<file path="src/ddr_out_pkg.sv">
// Shared constants, types and states for the DDR output register and read polarity block.
// ============================================================================
package ddr_out_pkg;

    // ========================================================================
    // Synchroniser lanes
    localparam int PIN_IO_CLK   = 0;
    localparam int PIN_DQS_HIGH = 1;
    localparam int PIN_DQS_LOW  = 2;
    localparam int PIN_COUNT    = 3;
    localparam int SYNC_STAGES  = 3;

    // ========================================================================
    // Reset values
    localparam logic       SDR_REG_RST   = 1'h0;
    localparam logic       PIN_OUT_RST   = 1'h0;
    localparam logic       SYNC_FALL_RST = 1'h0;
    localparam logic [2:0] SYNC_RST      = 3'h0;
    localparam logic       READ_CAP_RST  = 1'h0;

    // ========================================================================
    // Types
    typedef struct packed {
        logic dqsLow;
        logic dqsHigh;
        logic ioClk;
    } pin_sample_t;

    typedef struct packed {
        logic ddrMode;
        logic latchMode;
    } out_mode_t;

    typedef enum logic [1:0] {
        RD_IDLE     = 2'h0,
        RD_ARMED    = 2'h1,
        RD_SEEN_IDL = 2'h3,
        RD_BURST    = 2'h2
    } read_state_t;

endpackage : ddr_out_pkg

</file>
<file path="src/ddr_output_reg_read_polarity.sv">
// Per-pin SDR/DDR output register and read-side synchronizing clock polarity selection.
`timescale 1ns/100ps
`default_nettype none
module ddr_output_reg_read_polarity #(
    parameter int DATA_W = 1
) (
    input  wire logic                     clock,
    input  wire logic                     sys_rst,
    input  wire ddr_out_pkg::pin_sample_t pins,
    input  wire ddr_out_pkg::out_mode_t   outMode,
    input  wire logic                     outCe,
    input  wire logic                     outRst,
    input  wire logic [DATA_W-1:0]        out_data_negphase,
    input  wire logic [DATA_W-1:0]        out_data_posphase,
    output logic      [DATA_W-1:0]        pin_output_data,
    input  wire logic                     readStart,
    input  wire logic [DATA_W-1:0]        readData,
    output logic      [DATA_W-1:0]        readCapture,
    output logic                          syncFall,
    output logic                          preambleSeen
);

    // ========================================================================
    // Elaboration checks
    if (DATA_W < 1) begin : g_bad_width
        $error("DATA_W must be at least one.");
    end
    if (ddr_out_pkg::SYNC_STAGES != 3) begin : g_bad_sync
        $error("The pin synchroniser is built for exactly three stages.");
    end

    // ========================================================================
    // Pin synchronisers
    // The third stage only confirms the second, so a metastable first stage never reaches logic.
    logic [ddr_out_pkg::PIN_COUNT-1:0] syncA;
    logic [ddr_out_pkg::PIN_COUNT-1:0] syncB;
    logic [ddr_out_pkg::PIN_COUNT-1:0] syncC;
    logic [ddr_out_pkg::PIN_COUNT-1:0] filt;
    logic [ddr_out_pkg::PIN_COUNT-1:0] filtQ;

    genvar gi;
    for (gi = 0; gi < ddr_out_pkg::PIN_COUNT; gi++) begin : g_sync
        always_ff @(posedge clock) begin
            if (sys_rst) begin
                syncA[gi] <= ddr_out_pkg::SYNC_RST[0];
                syncB[gi] <= ddr_out_pkg::SYNC_RST[1];
                syncC[gi] <= ddr_out_pkg::SYNC_RST[2];
                filt[gi]  <= ddr_out_pkg::SYNC_RST[2];
                filtQ[gi] <= ddr_out_pkg::SYNC_RST[2];
            end else begin
                syncA[gi] <= pins[gi];
                syncB[gi] <= syncA[gi];
                syncC[gi] <= syncB[gi];
                if (syncB[gi] == syncC[gi]) begin
                    filt[gi] <= syncB[gi];
                end
                filtQ[gi] <= filt[gi];
            end
        end
    end

    logic clkHigh;
    logic clkRise;
    logic clkFall;
    logic dqsIdle;
    logic dqsIdleQ;
    logic dqsLowNow;

    assign clkHigh   = filt[ddr_out_pkg::PIN_IO_CLK];
    assign clkRise   = clkHigh & ~filtQ[ddr_out_pkg::PIN_IO_CLK];
    assign clkFall   = ~clkHigh & filtQ[ddr_out_pkg::PIN_IO_CLK];
    assign dqsLowNow = filt[ddr_out_pkg::PIN_DQS_LOW] & ~filt[ddr_out_pkg::PIN_DQS_HIGH];
    assign dqsIdle   = ~filt[ddr_out_pkg::PIN_DQS_LOW] & ~filt[ddr_out_pkg::PIN_DQS_HIGH];
    assign dqsIdleQ  = ~filtQ[ddr_out_pkg::PIN_DQS_LOW] & ~filtQ[ddr_out_pkg::PIN_DQS_HIGH];

    // ========================================================================
    // Single rate register, also the rising-edge register at double rate
    logic [DATA_W-1:0] sdrReg;
    logic              sdrLoad;

    // Latch mode only exists at single rate; at double rate this element is always edge triggered.
    assign sdrLoad = (outMode.latchMode & ~outMode.ddrMode) ? clkHigh : clkRise;

    always_ff @(posedge clock) begin
        if (sys_rst || outRst) begin
            sdrReg <= {DATA_W{ddr_out_pkg::SDR_REG_RST}};
        end else if (outCe && sdrLoad) begin
            sdrReg <= out_data_negphase;
        end
    end

    // ========================================================================
    // Extra double rate element
    // No reset by design, so its content is unknown until the first high clock phase.
    logic [DATA_W-1:0] posLatch;

    always_ff @(posedge clock) begin
        if (clkHigh) begin
            posLatch <= out_data_posphase;
        end
    end

    // ========================================================================
    // Output multiplexer
    logic [DATA_W-1:0] next_pinOut;

    always_comb begin
        if (outMode.ddrMode) begin
            next_pinOut = clkHigh ? sdrReg : posLatch;
        end else begin
            next_pinOut = sdrReg;
        end
    end

    always_ff @(posedge clock) begin
        if (sys_rst) begin
            pin_output_data <= {DATA_W{ddr_out_pkg::PIN_OUT_RST}};
        end else begin
            pin_output_data <= next_pinOut;
        end
    end

    // ========================================================================
    // Read preamble detection
    ddr_out_pkg::read_state_t rdState;

    always_ff @(posedge clock) begin
        if (sys_rst) begin
            rdState <= ddr_out_pkg::RD_IDLE;
        end else if (readStart) begin
            rdState <= ddr_out_pkg::RD_ARMED;
        end else begin
            unique case (rdState)
                ddr_out_pkg::RD_IDLE: begin
                    rdState <= ddr_out_pkg::RD_IDLE;
                end
                ddr_out_pkg::RD_ARMED: begin
                    if (dqsIdle) begin
                        rdState <= ddr_out_pkg::RD_SEEN_IDL;
                    end
                end
                ddr_out_pkg::RD_SEEN_IDL: begin
                    if (preambleSeen) begin
                        rdState <= ddr_out_pkg::RD_BURST;
                    end
                end
                ddr_out_pkg::RD_BURST: begin
                    rdState <= ddr_out_pkg::RD_BURST;
                end
            endcase
        end
    end

    // Only an idle-to-low step counts, so a low strobe left over from a burst never re-triggers.
    assign preambleSeen = (rdState == ddr_out_pkg::RD_SEEN_IDL) & ~readStart & dqsIdleQ & dqsLowNow;

    // ========================================================================
    // Polarity selection and synchronizing registers
    always_ff @(posedge clock) begin
        if (sys_rst) begin
            syncFall <= ddr_out_pkg::SYNC_FALL_RST;
        end else if (preambleSeen) begin
            syncFall <= clkHigh;
        end
    end

    always_ff @(posedge clock) begin
        if (sys_rst) begin
            readCapture <= {DATA_W{ddr_out_pkg::READ_CAP_RST}};
        end else if (syncFall ? clkFall : clkRise) begin
            readCapture <= readData;
        end
    end
endmodule : ddr_output_reg_read_polarity
`default_nettype wire

</file>
<file path="config.mk">
export PLATFORM = sky130hd
export DESIGN_NAME = ddr_output_reg_read_polarity
export DESIGN_NICKNAME = d
export VERILOG_FILES = /design/src/ddr_out_pkg.sv /design/src/ddr_output_reg_read_polarity.sv
export SDC_FILE = /design/constraint.sdc
export NUM_CORES = 1
export LEC_CHECK = 0
export ABC_AREA = 1
export BUFFER_PORTS_ARGS = -buffer_cell sky130_fd_sc_hd__buf_2
export CORE_AREA = 2 2 46 48
export DETAILED_ROUTE_END_ITERATION = 6
export DIE_AREA = 0 0 48 50
export GPL_ROUTABILITY_DRIVEN = 0
export PLACE_DENSITY = 0.68
export SYNTH_ARGS = -nofsm -noshare
export SYNTH_HDL_FRONTEND = slang
export SYNTH_SLANG_ARGS = --single-unit
</file>
<file path="constraint.sdc">
create_clock -name clock -period 0.83 [get_ports clock]
set_input_delay 0.166 -clock clock [delete_from_list [all_inputs] [get_ports clock]]
set_output_delay 0.166 -clock clock [all_outputs]
set_load 0.01 [all_outputs]
</file>
==> results by group <==
GRT
  – Vias in the first global route: 650
  – Tot GR Track Use: 14.39%
  – First-pass GRT wire length: 2421 microns
  – Largest net degree at the start of global routing: 13
  – Overflow after GRT: 0
  – Initial antenna violation count: 0

Worst setup path
  – Crit Path Category: flip-flop to output port
  – CP Launch Type: flip-flop
  – Crit Path Max Fanout: 2
  – CP startpoint: filt[2]
  – Worst flop-to-flop path startpoint: filt[2]
  – Worst setup EP type: output port
  – Req. time, crit path: 0.66 ns
  – Worst path arrival time: 1.05 ns

Yosys
  – Most frequent cells after synthesis: 24 x nor2_1, 21 x dfxtp_1, 16 x inv_1
  – Post-Synthesis Cells: 103
  – Synth top area share: 51.45%
  – Top cells by area, synth: dfxtp_1 51%, nor2_1 11%, inv_1 7.4%, nand2_1 5.1%, a21oi_1 4.9%
  – Synth area leader: dfxtp_1
  – Count leader, synth: nor2_1
  – Synth unique cells: 17
  – Ys flop type: dfxtp_1
  – Syn Std Cell Area: 817.0 sq um
  – Post-synth EDFFs: 1
  – Sequential area share after synthesis: 55.13%
  – FF+latch count, synth: 22
  – Synth warnings: 0
  – Syn_nets: 116
  – Mean Syn Cell Area: 7.932 sq um
  – Async SR Flop Fraction: 0%

STA
  – Crit share post-route: 146.1%
  – Post-Route Setup TNS: -0.9332 ns
  – Final setup viols: 9
  – RSZ-0062 raised after global routing: true
  – Tmin final: 1.213 ns
  – Relative slew slack: 86.60%
  – Hold_ws: 0.03003 ns
  – Layout Skew: 0.005303 ns
  – Final Hold Violating Endpoints: 0
  – Final Max Slew Viols: 0
  – Max Clk Rate: 824.6 MHz
  – Least-Margin Pin Slew: 0.2010 ns
  – Final worst slack: -0.3827 ns

Clocking
  – H-tree levels: 1
  – Clk_lat worst skew: 0.30 ns
  – CTS tree: yes
  – Sink Count: 22
  – Clk root buf: clkbuf_4
  – Clock Tree Buf Depth: 2
  – Number of buffers created by CTS: 3
  – Clock transition at path regs: 0.12 ns

Detailed routing
  – Drt first pass iters: 4
  – Wirelength per Cell: 9.779 microns
  – Final WL: 1594 microns
  – Total number of vias: 718
  – 1st-iter DRT viols: 6
  – Vias per cell: 4.405
  – Post-DRT Antenna Nets: 0
  – DRC viols: 0

Floorplanning
  – Die width: 48 microns
  – Ports: 17
  – Site Rows: 16
  – Core box area: 1902 sq um
  – Die H: 50 microns
  – Die area: 2400 sq um
  – Starting Density: 42.96%

Placed design
  – Placed cell count: 155
  – DP HPWL: 1010 microns
  – Number of port buffers: 16
  – Place WS: -0.07659 ns

Power
  – Int Power: 0.001342 W
  – Seq pwr share: 63.9%
  – Pwr/cell area: 1452 nW/um^2
  – Comb power frac: 7.7%
  – Sw Pwr: 0.0003854 W
  – Peak supply drop: 1.006 mV
  – Sw Share: 22.31%
  – Clock power share: 28.4%
  – Static Leak: 0.5113 nW

Run status
  – Outcome: complete, but fails checks
  – Failing checks: negative setup slack

Finish
  – Share of layout cells above drive strength 1: 50.74%
  – # diodes: 0
  – Area growth, synth to finish: 45.64%
  – Fin nets: 150
  – Post-Layout Cell Count: 163
  – Core Util, Final: 62.57%

Run
  – Max cap viols: 0

Worst hold path
  – Class of the worst hold path: primary input to flip-flop
  – Hold_sp: out_data_posphase
cells by family after synthesis:
logic type | share of synthesized area, %
flip-flops | 55.13
buffers and inverters | 10.41
AO/OA/AOI/OAI | 6.738
AND/OR/NAND/NOR | 27.72
critical path, stage by stage (launching register included):
cell and delay [ns]:
dfxtp_2 0.35, inv_2 0.05, nor2_4 0.09, nand2_2 0.07
nor2_4 0.09, buf_6 0.11
sequential cells by signal, indices dropped and copies added (netlist names):
register / flops
filt: 2
rdState: 2
syncB: 3
sdrReg: 1
syncFall: 1
filtQ: 3
readCapture: 1
pin_output_data: 1
posLatch: 1
clkHigh: 1
syncA: 3
syncC: 3
per-layer routing:
layer | GRT usage [%] | part of all wire (%)
met1 | 15.28 | 43
met2 | 25.11 | 53
met3 | 4.396 | 2.5
met4 | 5.405 | 1.3
met5 | 0 | 0
cells in the final DEF (no fill, tap or decap), types with 2 or more instances in the layout:
| cell | synthesis | routed |
|---|---|---|
| buf_6 | 0 | 9 |
| dfxtp_2 | 0 | 7 |
| clkbuf_4 | 0 | 3 |
| buf_2 | 2 | 12 |
| buf_4 | 0 | 10 |
| inv_2 | 3 | 4 |
| nand2_2 | 1 | 3 |
| inv_1 | 16 | 15 |
| nand3_1 | 4 | 3 |
| dfxtp_4 | 0 | 2 |
| a21oi_2 | 0 | 7 |
| nor3_1 | 3 | 2 |
| nand2_1 | 11 | 9 |
| o21ai_2 | 0 | 3 |
| nor2_4 | 2 | 4 |
| dfxtp_1 | 21 | 12 |
| nor2_1 | 24 | 22 |
repair_timing:
| action | CTS | global route |
|---|---|---|
| cloned | 0 | 0 |
| setup buffers | 3 | 2 |
| pin swaps | 6 | 10 |
| hold buffers | 0 | 0 |
| gates resized for setup | 18 | 24 |
| setup endpoints to repair | 8 | 12 |
through the flow:
stage | cell area, sq um | power [W]
floorplan | 819.5 | 0.001183
global placement | 1006 | 0.001238
detailed placement | 1006 | 0.001243
CTS | 1109 | 0.001749
global route | 1190 | 0.001816
finish | 1190 | 0.001728
power groups by stage:
| stage | Clock (W) | Sequential (W) | Combinational [W] |
|---|---|---|---|
| floorplan | 0 | 0.00113 | 0.0000545 |
| global placement | 0 | 0.00113 | 0.000111 |
| detailed placement | 0 | 0.00113 | 0.000114 |
| CTS | 0.000521 | 0.00111 | 0.000120 |
| global route | 0.000558 | 0.00111 | 0.000150 |
| finish | 0.000491 | 0.00110 | 0.000133 |
layout make-up:
class	instances	area (sq um)
Timing Repair Buffer	31	236.5
Sequential cell	22	466.7
Fill cell	166	711.9
Multi-Input combinational cell	59	349.1
Tap cell	27	33.78
Clock buffer	4	26.28
Inverter	20	77.57
worst paths after layout:
| path | end | slack (ns) | depth (start not counted) |
|---|---|---|---|
| worst max-delay path | preambleSeen | -0.38 | 5 |
| worst min-delay path | posLatch | 0.03 | 1 |
| worst max register to register | syncFall | -0.12 | 7 |
| worst min register to register | syncB[1] | 0.41 | 2 |
No activity file was read; power rests on OpenSTA's default activity.
